==> config.mk <==
export PLATFORM = sky130hd
export DESIGN_NAME = lci_top
export DESIGN_NICKNAME = d
export VERILOG_FILES = /design/src/pkg/lci_pkg.sv /design/src/pkg/lci_ev_if.sv /design/src/lci_sticky.sv /design/src/lci_top.sv
export SDC_FILE = /design/constraint.sdc
export NUM_CORES = 1
export LEC_CHECK = 0
export BUFFER_PORTS_ARGS = -buffer_cell sky130_fd_sc_hd__buf_2
export CORE_ASPECT_RATIO = 0.6
export CORE_MARGIN = 1
export CORE_UTILIZATION = 23
export DETAILED_ROUTE_END_ITERATION = 8
export GPL_TIMING_DRIVEN = 0
export PLACE_DENSITY = 0.48
export SLEW_MARGIN = 5
export SYNTH_ARGS = -nofsm -noshare
export SYNTH_HDL_FRONTEND = slang
export SYNTH_SLANG_ARGS = --single-unit
==> constraint.sdc <==
create_clock -name clock -period 1.8 [get_ports clock]
set_clock_uncertainty 0.05 [all_clocks]
set_input_delay 0.18 -clock clock [delete_from_list [all_inputs] [get_ports clock]]
set_output_delay 0.18 -clock clock [all_outputs]
set_load 0.1 [all_outputs]
==> src/pkg/lci_pkg.sv <==
// lci_pkg: register map, field positions, codes and reset values
// assumes an apb slave with 32-bit data, one register per aligned word
package lci_pkg;
  // register byte offsets
  localparam logic [7:0] ADDR_INTERRUPT_CAUSE_STATUS_OFS = 8'h00;
  localparam logic [7:0] ADDR_EXTENDED_CAUSE_REGISTER_OFS = 8'h04;
  localparam logic [7:0] ADDR_IND_OFS  = 8'h08;
  localparam logic [7:0] ADDR_CMD_OFS  = 8'h0c;
  localparam logic [7:0] ADDR_SPC_OFS  = 8'h10;
  localparam logic [7:0] ADDR_ST2_OFS  = 8'h14;
  localparam logic [7:0] ADDR_TE1_OFS  = 8'h18;
  localparam logic [7:0] ADDR_TE2_OFS  = 8'h1c;
  localparam logic [7:0] ADDR_LCC_OFS  = 8'h20;
  localparam logic [7:0] ADDR_LERR_OFS = 8'h24;
  // interrupt cause status bit positions
  localparam int BIT_RME = 7;
  localparam int BIT_RPF = 6;
  localparam int BIT_RSC = 5;
  localparam int BIT_XPR = 4;
  localparam int BIT_TIN = 3;
  localparam int BIT_CIC = 2;
  localparam int BIT_SIN = 1;
  localparam int BIT_EXI = 0;
  // extended cause bit positions
  localparam int BIT_SOV = 4;
  localparam int BIT_MOS = 3;
  localparam int BIT_SAW = 2;
  localparam int BIT_WOV = 1;
  localparam int BIT_PCE = 0;
  // link error bit positions
  localparam int BIT_RDO = 3;
  localparam int BIT_RAB = 2;
  localparam int BIT_XDU = 1;
  localparam int BIT_XMR = 0;
  // serial port config bits
  localparam int BIT_SPU = 0;
  localparam int BIT_TLP = 1;
  // second status register bits
  localparam int BIT_WFA = 0;
  localparam int BIT_TIMER_RECOVERY_STATE = 1;
  // command and indication codes (4 bits)
  localparam logic [3:0] CMD_TIM = 4'h0;
  localparam logic [3:0] CMD_RS  = 4'h1;
  localparam logic [3:0] CMD_ARL = 4'h9;
  localparam logic [3:0] CMD_AR  = 4'h8;
  localparam logic [3:0] CMD_DIU = 4'hf;
  localparam logic [3:0] CMD_DEA = 4'h3;
  localparam logic [3:0] IND_DR  = 4'h0;
  localparam logic [3:0] IND_EI  = 4'h6;
  localparam logic [3:0] IND_PU  = 4'h7;
  localparam logic [3:0] IND_AI  = 4'hc;
  localparam logic [3:0] IND_DC  = 4'hf;
  localparam logic [3:0] IND_RST = 4'hf;
  localparam logic [7:0] TEI_RST = 8'hff;
  localparam logic [7:0] ZERO8   = 8'h00;
  // layer-1 response delay in cycles
  localparam int L1_DLY_CYC = 4;
endpackage

==> src/pkg/lci_ev_if.sv <==
// lci_ev_if: event pulses and clear mask for one sticky cause group
// assumes a single clock shared by both ends
`timescale 1ns/1ps
interface lci_ev_if;
  logic [7:0] set_ev;
  logic [7:0] clr;
  logic [7:0] flags;
  modport owner (input set_ev, input clr, output flags);
  modport user  (output set_ev, output clr, input flags);
endinterface

==> src/lci_sticky.sv <==
// lci_sticky: 8 sticky cause flags, set wins over clear
// assumes set and clear come from logic on the same clock
`timescale 1ns/1ps
module lci_sticky (
  input  wire logic clock,
  input  wire logic nrst,
  lci_ev_if.owner   ev
);
  logic [7:0] flags_r;
  logic [7:0] flags_nxt;

  always_comb begin
    flags_nxt = (flags_r & ~ev.clr) | ev.set_ev;
  end

  always_ff @(posedge clock) begin
    if (!nrst) begin
      flags_r <= 8'h00;
    end else begin
      flags_r <= flags_nxt;
    end
  end

  assign ev.flags = flags_r;
endmodule

==> src/lci_top.sv <==
// lci_top: layer-1 command/indication control and cause registers
// assumes an apb master on clock; event inputs are asynchronous pins
// Contract
// cause status bits: 80 rme, 40 rpf, 20 rsc, 10 xpr, 08 tin.
// every layer-1 state change raises indication change.
// host writes activate request only when layer 1 not active.
// host writes deactivation only when not already deactivated.
// host writes activate-loop code, then follows indication changes.
// host checks clocks running before power-up in terminal mode.
// host sets power-up bit, sends timing, waits powered-up, clears.
// host init: reset sequence, timing mode 0, bus address.
// host sends reset, waits bounded for new state, then release.
// host flags defect when post-reset indication never arrives.
// host reads indication; on pending deactivation sends release.
// on activation indication host confirms with activate request.
// host reports decoded layer-1 state after each change.
// host dispatches causes to direct, receive and layer-1 handlers.
// extended bit summarises separate extended cause register.
// link errors rdo, rab, xdu, xmr are distinct causes.
// timer-recovery and waiting-ack bits show outstanding ack.
// host reports missing ack on mode switch while outstanding.
// host link init sets mode, modulo, timer, broadcast tei.
// host writes tei into first or second tei register.
// host bounds post-reset wait by configurable cycle count; lci_host wait_ind uses a fixed bound of 32 polls.
`timescale 1ns/1ps
module lci_top
  import lci_pkg::*;
(
  input  wire logic        clock,
  input  wire logic        nrst,
  input  wire logic        psel,
  input  wire logic        penable,
  input  wire logic        pwrite,
  input  wire logic [7:0]  paddr,
  input  wire logic [31:0] pwdata,
  output logic      [31:0] prdata,
  output logic             pready,
  output logic             pslverr,
  input  wire logic [7:0]  cause_pins,
  input  wire logic [4:0]  ext_pins,
  input  wire logic [3:0]  link_err_pins,
  input  wire logic [1:0]  ack_state_pins,
  input  wire logic        clocks_present,
  output logic      [3:0]  command_out,
  output logic             command_stb,
  output logic      [7:0]  serial_port_config,
  output logic      [7:0]  link_config
);
  import lci_pkg::*;

  lci_ev_if cause_ev ();
  lci_ev_if ext_ev ();
  lci_ev_if lerr_ev ();

  lci_sticky u_cause (.clock(clock), .nrst(nrst), .ev(cause_ev));
  lci_sticky u_ext   (.clock(clock), .nrst(nrst), .ev(ext_ev));
  lci_sticky u_lerr  (.clock(clock), .nrst(nrst), .ev(lerr_ev));

  // three-stage pin synchronisers
  logic [19:0] pin_s1_r;
  logic [19:0] pin_s2_r;
  logic [19:0] pin_s3_r;
  logic [19:0] pin_seen_r;
  logic [19:0] pin_seen_nxt;
  logic [19:0] pin_nxt;
  logic [19:0] pin_agree;
  logic [19:0] pin_rise;

  // an edge counts only once stages two and three agree
  always_comb begin
    pin_nxt = {cause_pins, ext_pins, link_err_pins, ack_state_pins,
               clocks_present};
    pin_agree = ~(pin_s2_r ^ pin_s3_r);
    pin_rise = pin_agree & pin_s3_r & ~pin_seen_r;
    pin_seen_nxt = (pin_agree & pin_s3_r) | (~pin_agree & pin_seen_r);
  end

  always_ff @(posedge clock) begin
    if (!nrst) begin
      pin_s1_r   <= '0;
      pin_s2_r   <= '0;
      pin_s3_r   <= '0;
      pin_seen_r <= '0;
    end else begin
      pin_s1_r   <= pin_nxt;
      pin_s2_r   <= pin_s1_r;
      pin_s3_r   <= pin_s2_r;
      pin_seen_r <= pin_seen_nxt;
    end
  end

  // registers
  logic [3:0]  cmd_r;
  logic [3:0]  cmd_nxt;
  logic        cmd_stb_r;
  logic        cmd_stb_nxt;
  logic [7:0]  spc_r;
  logic [7:0]  spc_nxt;
  logic [7:0]  te1_r;
  logic [7:0]  te1_nxt;
  logic [7:0]  te2_r;
  logic [7:0]  te2_nxt;
  logic [7:0]  lcc_r;
  logic [7:0]  lcc_nxt;
  logic [31:0] rdata_r;
  logic [31:0] rdata_nxt;
  logic        rdy_r;
  logic        rdy_nxt;
  logic        err_r;
  logic        err_nxt;

  // layer-1 state model driven by commands
  logic [3:0]  ind_r;
  logic [3:0]  ind_nxt;
  logic [3:0]  tgt_r;
  logic [3:0]  tgt_nxt;
  logic [2:0]  dly_r;
  logic [2:0]  dly_nxt;
  logic        ind_chg;

  logic       acc;
  logic       wr;
  logic       rd;
  logic       hit;
  logic [7:0] ev_l1;

  always_comb begin
    acc = psel && penable && !rdy_r;
    wr  = acc && pwrite;
    rd  = acc && !pwrite;
    hit = (paddr[1:0] == 2'b00) && (paddr <= ADDR_LERR_OFS);
  end

  // command decode into expected indication
  always_comb begin
    tgt_nxt = tgt_r;
    dly_nxt = dly_r;
    ind_nxt = ind_r;
    ind_chg = 1'b0;
    if (wr && paddr == ADDR_CMD_OFS) begin
      dly_nxt = 3'(L1_DLY_CYC);
      case (pwdata[3:0])
        CMD_RS:  tgt_nxt = IND_EI;
        CMD_TIM: tgt_nxt = IND_PU;
        CMD_AR:  tgt_nxt = IND_AI;
        CMD_ARL: tgt_nxt = IND_AI;
        CMD_DIU: tgt_nxt = IND_DC;
        CMD_DEA: tgt_nxt = IND_DR;
        default: tgt_nxt = ind_r;
      endcase
    end else if (dly_r != 3'd0) begin
      dly_nxt = dly_r - 3'd1;
      if (dly_r == 3'd1 && tgt_r != ind_r) begin
        ind_nxt = tgt_r;
        ind_chg = 1'b1;
      end
    end
  end

  always_ff @(posedge clock) begin
    if (!nrst) begin
      ind_r <= IND_RST;
      tgt_r <= IND_RST;
      dly_r <= 3'd0;
    end else begin
      ind_r <= ind_nxt;
      tgt_r <= tgt_nxt;
      dly_r <= dly_nxt;
    end
  end

  // sticky cause wiring
  always_comb begin
    ev_l1 = 8'h00;
    ev_l1[BIT_CIC] = ind_chg;
    // pin vector: cause 19:12, extended 11:7, link 6:3, ack 2:1
    ext_ev.set_ev  = {3'b000, pin_rise[11:7]};
    lerr_ev.set_ev = {4'h0, pin_rise[6:3]};
    // bit 2 comes from layer 1, bit 0 is formed from extended flags
    cause_ev.set_ev = {pin_rise[19:15], 3'b000} | ev_l1 |
                      {6'h00, pin_rise[13], 1'b0};
    ext_ev.clr  = 8'h00;
    lerr_ev.clr = 8'h00;
    cause_ev.clr = 8'h00;
    if (rd && paddr == ADDR_EXTENDED_CAUSE_REGISTER_OFS) begin
      ext_ev.clr = 8'hff;
    end
    if (rd && paddr == ADDR_LERR_OFS) begin
      lerr_ev.clr = 8'hff;
    end
    if (rd && paddr == ADDR_INTERRUPT_CAUSE_STATUS_OFS) begin
      cause_ev.clr = 8'hff;
      cause_ev.clr[BIT_EXI] = 1'b0;
    end
  end

  // apb register file
  always_comb begin
    cmd_nxt = cmd_r;
    cmd_stb_nxt = 1'b0;
    spc_nxt = spc_r;
    te1_nxt = te1_r;
    te2_nxt = te2_r;
    lcc_nxt = lcc_r;
    rdata_nxt = 32'h0000_0000;
    rdy_nxt = acc;
    err_nxt = acc && !hit;
    if (wr && hit) begin
      case (paddr)
        ADDR_CMD_OFS: begin
          cmd_nxt = pwdata[3:0];
          cmd_stb_nxt = 1'b1;
        end
        ADDR_SPC_OFS: spc_nxt = pwdata[7:0];
        ADDR_TE1_OFS: te1_nxt = pwdata[7:0];
        ADDR_TE2_OFS: te2_nxt = pwdata[7:0];
        ADDR_LCC_OFS: lcc_nxt = pwdata[7:0];
        default: err_nxt = 1'b1;
      endcase
    end
    if (rd && hit) begin
      case (paddr)
        ADDR_INTERRUPT_CAUSE_STATUS_OFS: begin
          rdata_nxt[7:0] = cause_ev.flags;
          rdata_nxt[BIT_EXI] = |ext_ev.flags;
        end
        ADDR_EXTENDED_CAUSE_REGISTER_OFS: rdata_nxt[7:0] = ext_ev.flags;
        ADDR_IND_OFS:  rdata_nxt[7:0] = {3'b000, pin_s3_r[0], ind_r};
        ADDR_CMD_OFS:  rdata_nxt[7:0] = {4'h0, cmd_r};
        ADDR_SPC_OFS:  rdata_nxt[7:0] = spc_r;
        ADDR_ST2_OFS:  rdata_nxt[7:0] = {6'h00, pin_s3_r[2:1]};
        ADDR_TE1_OFS:  rdata_nxt[7:0] = te1_r;
        ADDR_TE2_OFS:  rdata_nxt[7:0] = te2_r;
        ADDR_LCC_OFS:  rdata_nxt[7:0] = lcc_r;
        ADDR_LERR_OFS: rdata_nxt[7:0] = lerr_ev.flags;
        default: err_nxt = 1'b1;
      endcase
    end
  end

  always_ff @(posedge clock) begin
    if (!nrst) begin
      cmd_r     <= CMD_TIM;
      cmd_stb_r <= 1'b0;
      spc_r     <= ZERO8;
      te1_r     <= TEI_RST;
      te2_r     <= TEI_RST;
      lcc_r     <= ZERO8;
      rdata_r   <= 32'h0000_0000;
      rdy_r     <= 1'b0;
      err_r     <= 1'b0;
    end else begin
      cmd_r     <= cmd_nxt;
      cmd_stb_r <= cmd_stb_nxt;
      spc_r     <= spc_nxt;
      te1_r     <= te1_nxt;
      te2_r     <= te2_nxt;
      lcc_r     <= lcc_nxt;
      rdata_r   <= rdata_nxt;
      rdy_r     <= rdy_nxt;
      err_r     <= err_nxt;
    end
  end

  always_comb begin
    prdata = rdata_r;
    pready = rdy_r;
    pslverr = err_r;
    command_out = cmd_r;
    command_stb = cmd_stb_r;
    serial_port_config = spc_r;
    link_config = lcc_r;
  end
endmodule

* Word level (Yosys, flattened, before mapping)
Cells that the tools add are included.
Word-level totals: output and inout bits 55, flip-flop bits (word level) 186
Cells by class: multiplexer cells 15, equal/unequal tests 16, reductions and logical operators 34, order comparisons 1, add/subtract/negate cells 1, bitwise gates (word level) 21
Operator list (number):
- 8-bit one-hot mux with 10 select lines | 1
- 20-bit bitwise AND | 3
- 20-bit inverter | 3
- 8-bit by 5-bit == test with 1-bit output, second input constant | 4
- 8-bit bitwise AND | 3
- 8-bit 2-to-1 mux | 3
- 8-bit inverter | 3
- 20-bit bitwise OR | 1
- 4-bit one-hot mux with 5 select lines | 1
- 20-bit XOR | 1
- 8-bit by 4-bit == test with 1-bit output, second input constant | 2
- 8-bit by 6-bit == test with 1-bit output, second input constant | 2
- 2-bit AND reduction | 7
- 1-bit logical AND | 13
- 4-bit == test, second input constant | 3
- 10-bit OR reduction | 1
- 8-bit by 3-bit == test with 1-bit output, second input constant | 1
- 8-bit by 6-bit less-or-equal comparator with 1-bit output, second input constant | 1
- 8-bit logical NOT | 1
- 1-bit 2-to-1 mux | 8
- 8-bit by 2-bit bitwise OR with 8-bit output | 1
- 8-bit by 3-bit bitwise OR with 8-bit output | 1
- 8-bit by 4-bit bitwise OR with 8-bit output | 1
- 8-bit by 5-bit bitwise OR with 8-bit output | 1
- 17 further kinds | 22

* Longest topological paths before layout
Gate-level depths: netlist of run 1.
depth in word-level cells 8, mapped depth 7

* Hierarchy
A second synthesis of run 1 with hierarchy kept.
Unflattened totals: cells, all modules 672, area, all modules 6623.9 um^2
Modules (own cells, without submodules):
- lci_top | instances 1, area an instance 5610.4 um^2, seq. area each 2542.4 um^2, cells an instance 597
- lci_sticky | instances 3, area an instance 337.8 um^2, seq. area each 160.2 um^2, cells an instance 25

* Least setup slack after synthesis of run 1
No wires, ideal clock.
kind reg-to-reg, from register rdy_r, in the netlist pready, to register tgt_r[1], setup time 0.120 ns, setup slack -0.406 ns, data arrival time 2.036 ns, path buffers 2, stages on the path, launching flop included 7, period minus slack after synthesis 2.206 ns, required time 1.630 ns, cells stage by stage dfxtp_1 -> and4b_1 -> buf_2 -> nand3_1 -> buf_2 -> a21oi_1 -> a211o_1
Between the ends: longest elaborated chain between the ends 4
Ends and longest elaborated chain:
- start: declaration | line lci_top.sv:107 | logic rdy_r;
- start signal: assignment | line lci_top.sv:260 | rdy_r <= rdy_nxt;
- 1-bit logical NOT | line lci_top.sv:128 | acc = psel && penable && !rdy_r;
- 1-bit logical AND | line lci_top.sv:128
- 1-bit logical AND | line lci_top.sv:129 | wr = acc && pwrite;
- 1-bit logical AND | line lci_top.sv:140 | if (wr && paddr == ADDR_CMD_OFS) begin
- end signal: assignment | line lci_top.sv:167 | tgt_r <= tgt_nxt;
- end: declaration | line lci_top.sv:115 | logic [3:0] tgt_r;
No other way between the ends. A chain may end at the register's enable or synchronous reset.

* Final worst setup path of run 1
from input paddr[2], to register rdata_r[3], in the netlist prdata[3]
Between the ends: longest elaborated chain between the ends 4, elaborated cells on any way between the ends 15, those cells by class order compare: 1; eq/ne: 9; mux: 1; reduce/logical: 4
Ends and longest elaborated chain:
- start: declaration | line lci_top.sv:34 | input wire logic [7:0] paddr,
- 8-bit by 6-bit less-or-equal comparator with 1-bit output | line lci_top.sv:131 | hit = (paddr[1:0] == 2'b00) && (paddr <= ADDR_LERR_OFS);
- 1-bit logical AND | line lci_top.sv:131
- 1-bit logical AND | line lci_top.sv:221 | if (rd && hit) begin
- 2-bit AND reduction (no line)
- end signal: assignment | line lci_top.sv:259 | rdata_r <= rdata_nxt;
- end: declaration | line lci_top.sv:105 | logic [31:0] rdata_r;
Parallel ways exist; a longest one is shown, timed or not.

==> reports/summary.md, run 1 <==
The startpoint identified for the worst hold timing path is psel. After clock tree synthesis, the clock-pin slew on the worst setup and hold paths is 0.07 ns. Setup slack on the critical path of the routed design comes to 0.0271 ns.

The number of remaining DRC errors is 0. For this run the aggregate overflow at the end of global routing stands at 0. The area growth from synthesis to layout is 29.0%, and the largest fanout on the critical path is 10. STA classifies the critical path startpoint as an input pin. During synthesis, Yosys emitted a total of 0 warnings.

The logs give 4738 for the overall via count from detail_route and 614 for the gate count after technology mapping. The worst-case setup slack after placement is -0.356 ns, and the area fraction in compound gates after synthesis is 0.0782. Wires add up to 17600 um. In this run the horizontal extent of the chip is 214 um.

The logs give 1 for the number of antenna violations at the first check in global routing and 0.843 for the placer congestion estimate. Setup repair after global routing could not meet its margin everywhere. Entering global routing, the biggest net connects 17 pins. The pre-antenna-repair detailed-routing pass consisted of 5 iterations. The post-synthesis xor/xnor area fraction is 0.00707, and the number of rows created at floorplan is 46.

The portion of the clock cycle consumed by the worst path in the final layout was 0.985. The H-tree generated during clock tree synthesis spans 4 levels. By area, the combinational part of the netlist is dominated by simple AND/OR/NAND/NOR gates. 0 antenna diodes ended up in the layout.

Buffers inserted during clock tree synthesis total 17. The overall fraction of global-route tracks in use is 0.134, and the final setup violation count is 0. Counting along the longest clock path gives a buffer depth of 2. The overall power consumption was 8.05 mW; the core footprint was 26400 sq um. The final-report hold violation count is 0, and the power density relative to cell area is 1010 nW/um^2. Counting flops with a built-in enable in the synthesized netlist gives 0.

The average wire length per cell after detail routing is 15.7 um, and the netlist area before placement is 6190 sq um. The predominant post-synthesis flop cell was sky130_fd_sc_hd__dfxtp_1. The tools report the effective utilization at floorplan as 0.234. The actual transition at the worst max-transition pin is 0.782 ns, and the net count of the finished layout is 832. For this run, the number of standard cells in the final layout without fillers is 1122.

The critical path in this run is classified as input pin to register. Counting cells, the worst reg-to-reg path comes to 4. Along the worst hold path, the cell count comes to 4. The sequential cell area in the final layout is 3010 sq um, and the count of max-cap constraint violations is 0. Dividing the detail-routed via count by the number of cells gives 4.22.

For the worst setup path, the data arrival time is 2.07 ns. The clock latency at the later pin of the worst-skew pair is 0.44 ns, and the area share of the leading cell type in the synthesized netlist is 0.485. STA classifies the critical path endpoint as a register. The first global-routing pass estimated 26900 um of wire. The per-instance average area after synthesis is 10.1 sq um.

Capture endpoint of the worst hold path: pslverr. The layout cell share with drive strength beyond 1 came out at 0.213. The proportion of synthesized area in mux cells is 0.122. Slack of the worst reg-to-reg path: 0.05 ns. The maximum clock rate was 564 MHz; the overall die height was 129 um. The post-synthesis cell type with the largest combined area is sky130_fd_sc_hd__dfxtp_1. The count of pins over their slew limit came out at 0. The tools report the number of inserted filler cells in the final layout as 2808.

The worst slew slack as a fraction of its limit came out at 0.478. Yosys attributes the largest share of cell area to sky130_fd_sc_hd__dfxtp_1 (48%), sky130_fd_sc_hd__mux2i_1 (10%), sky130_fd_sc_hd__and2_1 (5.7%). The share of synthesized cell area in and, or, nand and nor gates came out at 0.213. Startpoint of the worst register-to-register path: command_out[3]. The area of the die came out at 27600 sq um.

The tools report the post-synthesis sequential area ratio as 0.485. The area of combinational cells with multiple inputs was 2970 sq um; the share of async-settable or async-resettable flops after synthesis was 0. TritonCTS built the clock tree. The run finished with clean final reports. IR analysis of the VDD net gives a maximum drop of 420 uV.

The class of the tightest hold or removal check was input pin to register. Buffers placed on the I/O ports in this run total 69. The count of antenna-violating nets left after detailed routing was 0; the register bit count reported by yosys was 150. The final setup TNS came out at 0 ns. The adder and majority gate portion of the synthesized area came out at 0.0364. After the first detailed-routing iteration, the DRC count stood at 402. The reg-to-reg endpoint is prdata[3]. For this design the static power due to leakage is 3.65 nW. CTS saw 150 sinks.

For the detailed placer's ending HPWL, the log shows 13400 um. 120 I/O pins were placed. In the final layout, the registers with the most flip-flops are pin_s1_r x18, pin_s2_r x18, pin_s3_r x18.

Clock tree synthesis selected as its root buffer the cell sky130_fd_sc_hd__clkbuf_16. Via count of the first global-routing pass: 4474. The time the worst path needs with I/O delays and setup is 1.77 ns. The instance count after placement with tap cells included was 1066. The count of different cell masters after synthesis is 65, and the critical path required time is 2.10 ns.
==> routing by layer <==
layer / vias to the layer above / GRT usage / part of all wire
met5: - / 0 / 0
met4: 0 / 0.0353 / 0.011
met3: 17 / 0.0412 / 0.073
met2: 149 / 0.172 / 0.37
met1: 2212 / 0.209 / 0.54
li1: 2360 / - / -
==> placed cells by master (no fill, tap or decap), types with 3 or more instances in the layout <==
| master | n |
|---|---|
| sky130_fd_sc_hd__a21oi_1 | 27 |
| sky130_fd_sc_hd__a221oi_1 | 4 |
| sky130_fd_sc_hd__a31oi_1 | 4 |
| sky130_fd_sc_hd__a41oi_1 | 4 |
| sky130_fd_sc_hd__and2_1 | 56 |
| sky130_fd_sc_hd__and3_1 | 11 |
| sky130_fd_sc_hd__buf_1 | 3 |
| sky130_fd_sc_hd__buf_2 | 74 |
| sky130_fd_sc_hd__buf_4 | 24 |
| sky130_fd_sc_hd__buf_6 | 3 |
| sky130_fd_sc_hd__clkbuf_1 | 21 |
| sky130_fd_sc_hd__clkbuf_16 | 17 |
| sky130_fd_sc_hd__clkinv_4 | 4 |
| sky130_fd_sc_hd__conb_1 | 24 |
| sky130_fd_sc_hd__dfxtp_1 | 147 |
| sky130_fd_sc_hd__dlygate4sd3_1 | 24 |
| sky130_fd_sc_hd__ha_1 | 18 |
| sky130_fd_sc_hd__inv_1 | 7 |
| sky130_fd_sc_hd__inv_6 | 5 |
| sky130_fd_sc_hd__inv_8 | 4 |
| sky130_fd_sc_hd__mux2_2 | 5 |
| sky130_fd_sc_hd__mux2i_1 | 63 |
| sky130_fd_sc_hd__nand2_1 | 31 |
| sky130_fd_sc_hd__nand3_1 | 9 |
| sky130_fd_sc_hd__nand4_4 | 3 |
| sky130_fd_sc_hd__nor2_1 | 58 |
| sky130_fd_sc_hd__nor2b_1 | 19 |
| sky130_fd_sc_hd__nor3_1 | 8 |
| sky130_fd_sc_hd__nor3b_1 | 4 |
| sky130_fd_sc_hd__nor4_1 | 3 |
| sky130_fd_sc_hd__o211ai_1 | 4 |
| sky130_fd_sc_hd__o21ai_0 | 15 |
| sky130_fd_sc_hd__xnor2_1 | 5 |
==> critical path, stage by stage <==
cell                       delay (ns)
sky130_fd_sc_hd__buf_2           0.11
sky130_fd_sc_hd__buf_6           0.17
sky130_fd_sc_hd__buf_2           0.35
sky130_fd_sc_hd__inv_1           0.10
sky130_fd_sc_hd__o311ai_0        0.69
sky130_fd_sc_hd__o21ai_1         0.24
sky130_fd_sc_hd__a21oi_2         0.23
==> power breakdown <==
group / total (mW) / switching [mW] / internal, mW
Combinational: 0.895 / 0.592 / 0.303
Sequential: 3.46 / 0.0485 / 3.41
Clock: 3.70 / 1.59 / 2.11
==> how the worst max path moves through the flow <==
stage | from | to | slack (ns) | cells after the start
finish | paddr[2] | prdata[3] | 0.03 | 7
global route | penable | u_lerr.ev.flags[0] | -0.01 | 6
CTS | pready | te1_r[6] | 0.01 | 5
detailed placement | pready | prdata[7] | -0.36 | 3
global placement | pready | prdata[7] | -0.38 | 3
floorplan | link_config[1] | prdata[1] | 0.05 | 4
==> cell families (layout without fill, tap and decap cells) <==
family / after synthesis / in the layout
flip-flops: 150 / 150
multiplexers: 71 / 71
AND/OR/NAND/NOR: 228 / 228
buffers and inverters: 65 / 190
adder cells (fa/ha/maj): 18 / 18
other: 1 / 24
XOR/XNOR: 5 / 5
AO/OA/AOI/OAI: 76 / 76
==> cells in the mapped netlist (3+ instances only) <==
cell,count
sky130_fd_sc_hd__nor3b_1,5
sky130_fd_sc_hd__mux2_2,5
sky130_fd_sc_hd__o21ai_0,16
sky130_fd_sc_hd__a21oi_1,28
sky130_fd_sc_hd__ha_1,18
sky130_fd_sc_hd__nand3_1,11
sky130_fd_sc_hd__inv_1,7
sky130_fd_sc_hd__buf_1,3
sky130_fd_sc_hd__a221oi_1,4
sky130_fd_sc_hd__nand2_1,31
sky130_fd_sc_hd__nor4_1,3
sky130_fd_sc_hd__xnor2_1,5
sky130_fd_sc_hd__dfxtp_1,150
sky130_fd_sc_hd__nor3_1,8
sky130_fd_sc_hd__buf_2,7
sky130_fd_sc_hd__nor2b_1,19
sky130_fd_sc_hd__clkbuf_1,21
sky130_fd_sc_hd__a31oi_1,4
sky130_fd_sc_hd__and2_1,56
sky130_fd_sc_hd__mux2i_1,63
sky130_fd_sc_hd__and3_1,11
sky130_fd_sc_hd__buf_4,24
sky130_fd_sc_hd__o211ai_1,4
sky130_fd_sc_hd__a41oi_1,4
sky130_fd_sc_hd__nor2_1,58
==> per-stage QoR <==
| stage | hold slack (ns) | utilization | cell area (sq um) |
|---|---|---|---|
| floorplan | 0.255 | - | 6290 |
| global placement | 0.343 | 0.268 | 7080 |
| detailed placement | 0.343 | 0.268 | 7080 |
| CTS | 0.128 | 0.302 | 7970 |
| global route | 0.170 | 0.303 | 7990 |
| finish | 0.141 | 0.303 | 7990 |
==> repair_timing <==
| action | in CTS | in global routing |
|---|---|---|
| pin swaps | 0 | 0 |
| resized for setup | 6 | 7 |
| setup endpoints to repair | 36 | 22 |
| hold buffers | 24 | 0 |
| setup buffers | 0 | 0 |
| endpoints found under the hold margin | 34 | 0 |
==> layout make-up <==
| cell class | count | area share |
|---|---|---|
| clock buffers | 17 | 0.0532 |
| inverters | 8 | 0.00376 |
| plain buffers | 57 | 0.0421 |
| flip-flops and latches | 150 | 0.376 |
| clock inverters | 15 | 0.0230 |
| well taps | 360 | 0.0564 |
| multi-input cells | 422 | 0.372 |
| repair buffers | 93 | 0.0733 |
Power figures use the tool's default switching activity.
==> inputs of run 2 (changes only) <==
--- a/config.mk
+++ b/config.mk
@@ -15,4 +15,5 @@
 export SLEW_MARGIN = 5
 export SYNTH_ARGS = -nofsm -noshare
 export SYNTH_HDL_FRONTEND = slang
+export SYNTH_HIERARCHICAL = 1
 export SYNTH_SLANG_ARGS = --single-unit
==> constraint.sdc (replaced) <==
create_clock -name clock -period 1.8 [get_ports clock]
set_clock_uncertainty 0.05 [all_clocks]
set_input_delay 0.36 -clock clock [delete_from_list [all_inputs] [get_ports clock]]
set_output_delay 0.36 -clock clock [all_outputs]
set_load 0.1 [all_outputs]
==> run 2 against run 1 <==
Effect of this change:
- the flow now finishes with violations (design-rule violations)
- largest power group unchanged
- critical path depth unchanged
- routed wire length increased by 11%
- register-to-register slack improved by 0.04 ns
- critical endpoint is now prdata[2]
- sequential power about the same
- combinational power increased by 0.6%
==> reports/summary.md, run 2 <==
The instance count after placement with tap cells included is 1130 (+6.0%). The run gives 7540 sq um (+6.4%) as the cell area after placement. The critical path's largest stage delay was 0.35 ns (-0.34 ns); the netlist area before placement was 6580 sq um (+6.3%).

The tools report the count of max-cap constraint violations as 0 (unchanged). Walking the worst path, the cells encountered are buf_2, buf_2, clkbuf_4, mux2i_1, o22ai_1, a222oi_1, nor2_1. The top cell types in the final layout, fill and taps aside, are sky130_fd_sc_hd__dfxtp_1 (148), sky130_fd_sc_hd__buf_2 (68), sky130_fd_sc_hd__and2_1 (57). Overall fraction of global-route tracks in use: 0.139 (+0.00454). The final-report hold violation count was 0 (unchanged).

Per-instance average area after synthesis: 9.84 sq um (-2.5%). Final worst-path setup slack: 0.0239 ns (-0.00314 ns). The average wire length per cell after detail routing is 16.7 um (+6.5%). The layout cell share with drive strength beyond 1 is 0.255 (+0.0427), and the power density relative to cell area is 984 nW/um^2 (-2.3%). The critical path is of the input pin to register type. The leftover overflow at the end of global routing is 0 (unchanged). TritonCTS built the clock tree. The run gives 7 (+2) as the first-pass iteration count of the detailed router. The logs give 0 (unchanged) for the count of antenna-violating nets left after detailed routing and 1166 (+3.9%) for the post-layout instance count excluding filler cells. The checks that failed: design-rule violations. The tools report the area of combinational cells with multiple inputs as 3410 sq um (+15%). The time the worst path needs with I/O delays and setup is 1.78 ns (+0.00314 ns), and the overall power consumption is 8.23 mW (+2.2%). The run gives 2.04 ns (-0.06 ns) as the critical path required time. For the reported net switching power, the log shows 2.14 mW (-4.3%). For the fraction of power consumed by the clock network, the log shows 0.468 (+0.008). The final setup violation count is 0 (unchanged), and the worst-case setup slack after placement is -0.841 ns (-0.485 ns).

The maximum number of buffers from clock root to sink came out at 2 (unchanged). The core footprint was 27800 sq um (+5.3%); the number of antenna violations at the first check in global routing was 0 (-1). The internal power consumption came out at 6.09 mW (+4.7%). For the number of clock sinks, the log shows 150 (unchanged). The logs give 428 (+6.5%) for the violation count after the first detailed-routing iteration and 3.42 nW (-6.3%) for the cell leakage power. The highest-delay cell along the critical path was sky130_fd_sc_hd__clkbuf_4.

The effective utilization at floorplan is 0.237 (+0.00216), and the pin count of the biggest net entering global routing is 17 (unchanged). Leaving out fill and tap cells, the most frequent cell in the layout is sky130_fd_sc_hd__dfxtp_1. The deepest level of the CTS H-tree is 4 (unchanged), and the met1 track utilization from global routing is 0.214 (+0.00531). Die width: 220 um (+3.1%).

In this design, the critical path's most frequently occurring cell is sky130_fd_sc_hd__buf_2. The tools report the arrival time reported for the critical path endpoint as 2.02 ns (-0.05 ns). Among cell families on the critical path, the largest total delay comes from buffers and inverters.

Fraction of met2 tracks used by global routing: 0.169 (-0.00278). The logs give 29300 sq um (+6.2%) for the area of the die and 0.43 ns (about the same) for the clock latency at the later pin of the worst-skew pair. The run gives 19500 um (+11%) as the final wirelength.

The overall die height was 133 um (+3.0%); the portion of the clock cycle consumed by the worst path in the final layout was 0.987 (+0.00174). The actual transition at the worst max-transition pin was 0.770 ns (-0.0122 ns). The count of synthesis-stage warnings from yosys is 6 (+6). The end-of-flow core utilization is 0.301 (-0.00198), and the final setup TNS is 0 ns (unchanged). The sequential cell area in the final layout is 3010 sq um (about the same), and the area growth from synthesis to layout is 27.0%. The logs give 0.0549 (+0.0137) for the met3 usage and 4823 (+7.8%) for the via count of the first global-routing pass.

The detailed placer's ending HPWL was 14700 um (+10%). The tools report the gate count after technology mapping as 669 (+9.0%). Most congested layer reported by global routing: met1. Overall via count from detail_route: 5199 (+9.7%).

The diode insertion count for antenna repair was 0 (unchanged). The net switching fraction of the power was 0.260 (-0.0177); the post-detailed-route via-to-cell ratio was 4.46 (+5.6%). The tools report the placer congestion estimate as 0.878 (+4.1%).

Clock tree root buffer cell: sky130_fd_sc_hd__clkbuf_16. The CTS clock-pin slew for the worst setup and hold paths works out to 0.06 ns (about the same). The logs give 5 (+5) for the number of remaining DRC errors and 563 MHz (-0.18%) for the maximum clock rate. The maximum ir drop on the vdd rail was 443 uV (+5.7%); the global-route wire length before repair was 29500 um (+9.7%).

The largest fanout on the critical path is 10 (unchanged), and the sum of buffers and inverters on the critical path is 3 (-1). The final design instance area without fill was 8360 sq um (+4.6%). For the combinational group share of total power, the log shows 0.109 (-0.002).

The worst setup path is launched from an input pin. The tools report the endpoint kind of the worst setup timing path as a register. Setup repair after global routing could not meet its margin everywhere. The number of inserted filler cells in the final layout was 2917 (+3.9%); the final-layout worst hold slack was 0.0807 ns (-0.0598 ns).

The run gives 120 (unchanged) as the number of top-level pins. The largest registers in the layout are pin_s1_r x18, pin_s2_r x18, pin_s3_r x18. The number of buffers inserted by port buffering works out to 64 (-7.2%). The run finished, with violations left.

The tools report the worst slew slack as a fraction of its limit as 0.487 (+0.00816). The net count of the finished layout was 869 (+4.4%); the number of rows created at floorplan was 47 (+2.2%). Class of the tightest hold or removal check: input pin to register. The count of pins over their slew limit was 0 (unchanged). The sequential cell fraction of total power was 0.423 (-0.006).

The number of buffers inserted during clock tree synthesis was 17 (unchanged).
==> run 2: per-layer routing <==
| layer | vias to the layer above | part of all wire |
|---|---|---|
| met5 | - | 0 |
| met4 | 0 | 0.013 |
| met3 | 21 | 0.10 |
| met2 | 218 | 0.37 |
| met1 | 2440 | 0.51 |
| li1 | 2520 | - |
==> run 2: final timing paths <==
| kind | startpoint | cells past startpoint | end | slack [ns] |
|---|---|---|---|---|
| max | paddr[2] | 7 | prdata[2] | 0.02 |
| min reg2reg | pin_s1_r[19] | 1 | pin_s2_r[19] | 0.38 |
| min | cause_pins[4] | 2 | pin_s1_r[16] | 0.08 |
| max reg2reg | pready | 5 | ind_r[3] | 0.09 |
==> run 2: layout make-up <==
class,instances,area share
Inverter,9,0.00404
Tap cell,367,0.0549
Clock inverter,14,0.0233
Timing Repair Buffer,71,0.0482
Buffer,67,0.0495
Clock buffer,18,0.0525
Multi-Input combinational cell,470,0.408
Sequential cell,150,0.360
==> run 2: power groups by stage <==
stage	sequential (mW)	combinational, mW	clock (mW)
floorplan	3.54	0.662	0
global placement	3.55	0.852	0
detailed placement	3.55	0.854	0
CTS	3.47	0.874	3.96
global route	3.49	0.972	4.10
finish	3.48	0.900	3.85
==> run 2: timing repair <==
item,4_1_cts,5_1_grt
hold buffers,0,0
setup buffers,2,5
gates resized for setup,11,19
setup endpoints to repair,62,51
pin swaps,1,4
==> inputs of run 3 (changes only) <==
--- a/config.mk
+++ b/config.mk
@@ -8,10 +8,10 @@
 export BUFFER_PORTS_ARGS = -buffer_cell sky130_fd_sc_hd__buf_2
 export CORE_ASPECT_RATIO = 0.6
 export CORE_MARGIN = 1
-export CORE_UTILIZATION = 23
+export CORE_UTILIZATION = 56
 export DETAILED_ROUTE_END_ITERATION = 8
 export GPL_TIMING_DRIVEN = 0
-export PLACE_DENSITY = 0.48
+export PLACE_DENSITY = 0.88
 export SLEW_MARGIN = 5
 export SYNTH_ARGS = -nofsm -noshare
 export SYNTH_HDL_FRONTEND = slang
==> run 3 against run 2 <==
Effect of this change:
- the run now ends clean
- clock power is 14% lower
- critical path type is now register to output pin
- sequential power is essentially flat
- die area shrank 58%
==> reports/summary.md, run 3 (same netlist as run 2, synthesis figures left out) <==
The sum of buffers and inverters on the critical path is 1 (-2). The violation count after the first detailed-routing iteration was 479 (+12%). TritonCTS built the clock tree.

The diode insertion count for antenna repair is 0 (unchanged). The worst hold path belongs to the class input pin to register. The run gives 150 (unchanged) as the number of clock sinks. The maximum clock rate is 558 MHz (-0.94%). The number of buffers inserted during clock tree synthesis came out at 17 (unchanged). The net switching fraction of the power is 0.279 (+0.0192). Power density relative to cell area: 957 nW/um^2 (-2.8%).

The number of rows created at floorplan is 30 (-36%), and the fraction of power consumed by the clock network is 0.431 (-0.037). The tools report the end-of-flow core utilization as 0.711 (+0.410). The met1 track utilization from global routing is 0.436 (+0.222), and the number of buffers inserted by port buffering is 64 (unchanged). The final wirelength was 18700 um (-4.0%).

The average wire length per cell after detail routing works out to 19.4 um (+16%). For the placer congestion estimate, the log shows 0.920 (+4.8%). For the net count of the finished layout, the log shows 877 (+0.92%). The tools report the clock latency at the later pin of the worst-skew pair as 0.43 ns (about the same). The worst setup path is launched from a register.

For the detailed placer's ending HPWL, the log shows 13600 um (-7.6%). For the count of pins over their slew limit, the log shows 0 (unchanged). The most congested layer reported by global routing is met2. The first-pass iteration count of the detailed router was 6 (-1); the cell leakage power was 3.42 nW (+0.17%). The final-report hold violation count is 0 (unchanged). The actual transition at the worst max-transition pin came out at 0.886 ns (+0.116 ns). The type of the worst setup path was register to output pin. In the final layout, the registers with the most flip-flops are pin_s1_r x18, pin_s2_r x18, pin_s3_r x18.

The leftover overflow at the end of global routing is 0 (unchanged), and the area growth from synthesis to layout is 22.8%. In the layout the commonest cells are sky130_fd_sc_hd__dfxtp_1 (148), sky130_fd_sc_hd__buf_2 (68), sky130_fd_sc_hd__and2_1 (57). For the pin count of the biggest net entering global routing, the log shows 17 (unchanged).

The layout cell share with drive strength beyond 1 works out to 0.262 (+0.00647). The overall via count from detail_route is 5434 (+4.5%), and the worst slew slack as a fraction of its limit is 0.409 (-0.0771). Traced cell by cell, the critical path runs through buf_2. Internal power consumption: 5.58 mW (-8.5%). Setup repair after global routing left no endpoint under its margin. For the sequential cell fraction of total power, the log shows 0.450 (+0.027). The run gives 0.579 (+0.342) as the effective utilization at floorplan.

For the number of inserted filler cells in the final layout, the log shows 849 (-71%). The number of remaining DRC errors came out at 0 (-5). The maximum number of buffers from clock root to sink was 2 (unchanged). The die width came out at 142 um (-36%).

The critical path's largest stage delay works out to 0.48 ns (+0.13 ns). The endpoint kind of the worst setup timing path was an output pin. The post-detailed-route via-to-cell ratio was 5.63 (+26%). The library cell used most frequently in the layout, excluding fill and tap cells, is sky130_fd_sc_hd__dfxtp_1. The final worst-path setup slack was 0.00716 ns (-0.0168 ns). The run gives 0.104 (+0.0495) as the met3 usage. The fraction of met2 tracks used by global routing was 0.494 (+0.324). The via count of the first global-routing pass was 5355 (+11%); the critical path required time was 1.39 ns (-0.65 ns). The reported net switching power came out at 2.16 mW (+0.91%). The logs give 120 (unchanged) for the number of top-level pins and 691 uV (+56%) for the maximum ir drop on the vdd rail. The highest-delay cell along the critical path is sky130_fd_sc_hd__buf_2. The tools report the combinational group share of total power as 0.119 (+0.010). Largest fanout on the critical path: 3 (-7). The flow ran to the end, and the final reports show no timing, DRC or antenna violations. The overall fraction of global-route tracks in use is 0.324 (+0.185).

Number of antenna violations at the first check in global routing: 0 (unchanged). The worst-case setup slack after placement came out at -0.794 ns (+0.0468 ns). The cell sitting at the root of the clock tree is a sky130_fd_sc_hd__clkbuf_16. The portion of the clock cycle consumed by the worst path in the final layout is 0.996 (+0.00932), and the arrival time reported for the critical path endpoint is 1.38 ns (-0.64 ns). The global-route wire length before repair is 29000 um (-1.7%), and the overall die height is 86.0 um (-35%). The run gives 0 (unchanged) as the count of max-cap constraint violations. The time the worst path needs with I/O delays and setup came out at 1.79 ns (+0.0168 ns).

The run gives 0 (unchanged) as the count of antenna-violating nets left after detailed routing. The CTS clock-pin slew for the worst setup and hold paths came out at 0.06 ns (about the same). The gate family responsible for the most delay along the worst path was buffers and inverters. The logs give 4 (unchanged) for the deepest level of the CTS H-tree and 11400 sq um (-59%) for the core footprint. The tools report the final setup violation count as 0 (unchanged). The run gives 12200 sq um (-58%) as the area of the die.
run 3: per-stage QoR:
stage | setup TNS [ns] | std cells | total power [mW] | hold slack (ns) | cell area (sq um)
floorplan | -2.52 | 699 | 4.21 | 0.362 | 6760
global placement | -35.29 | 923 | 4.35 | 0.364 | 7280
detailed placement | -37.29 | 923 | 4.41 | 0.367 | 7280
CTS | -0.00506 | 956 | 7.71 | 0.0806 | 7950
global route | 0 | 966 | 7.96 | 0.0776 | 8080
finish | 0 | 966 | 7.73 | 0.0817 | 8080
run 3: power by group through the flow:
stage	Clock [mW]	Combinational (mW)	Sequential (mW)
3_5_place_dp	0	0.855	3.55
4_1_cts	3.33	0.898	3.48
6_report	3.33	0.921	3.48
5_1_grt	3.50	0.975	3.49
2_1_floorplan	0	0.662	3.54
3_3_place_gp	0	0.815	3.54
run 3: area by class of cell:
type                    instances  area, sq um  share of cell area
multi-input cells             470         3410               0.421
clock inverters                12         95.1              0.0118
flip-flops and latches        150         3010               0.372
repair buffers                 78          463              0.0573
inverters                       9         33.8             0.00418
plain buffers                  68          424              0.0525
clock buffers                  19          453              0.0560
well taps                     160          200              0.0248
run 3: final timing paths:
check             depth (start not counted)             startpoint  slack (ns)                    end
setup / recovery                          1  serial_port_config[1]       0.007  serial_port_config[1]
hold / removal                            2            ext_pins[0]        0.08            pin_s1_r[7]
setup reg to reg                          5                 pready        0.09         link_config[4]
hold reg to reg                           1            pin_s2_r[2]        0.38            pin_s3_r[2]
run 3: what timing repair did:
action                     CTS  global route
hold buffers                 0             0
pin swaps                    2             5
setup buffers                4            10
resized for setup           13            19
setup endpoints to repair   72            47
run 3: layer usage:
metal / routed length (um) / vias up
met2: 8080 / 257
met5: 0 / -
li1: - / 2544
met1: 8330 / 2593
met4: 361 / 0
met3: 1930 / 40
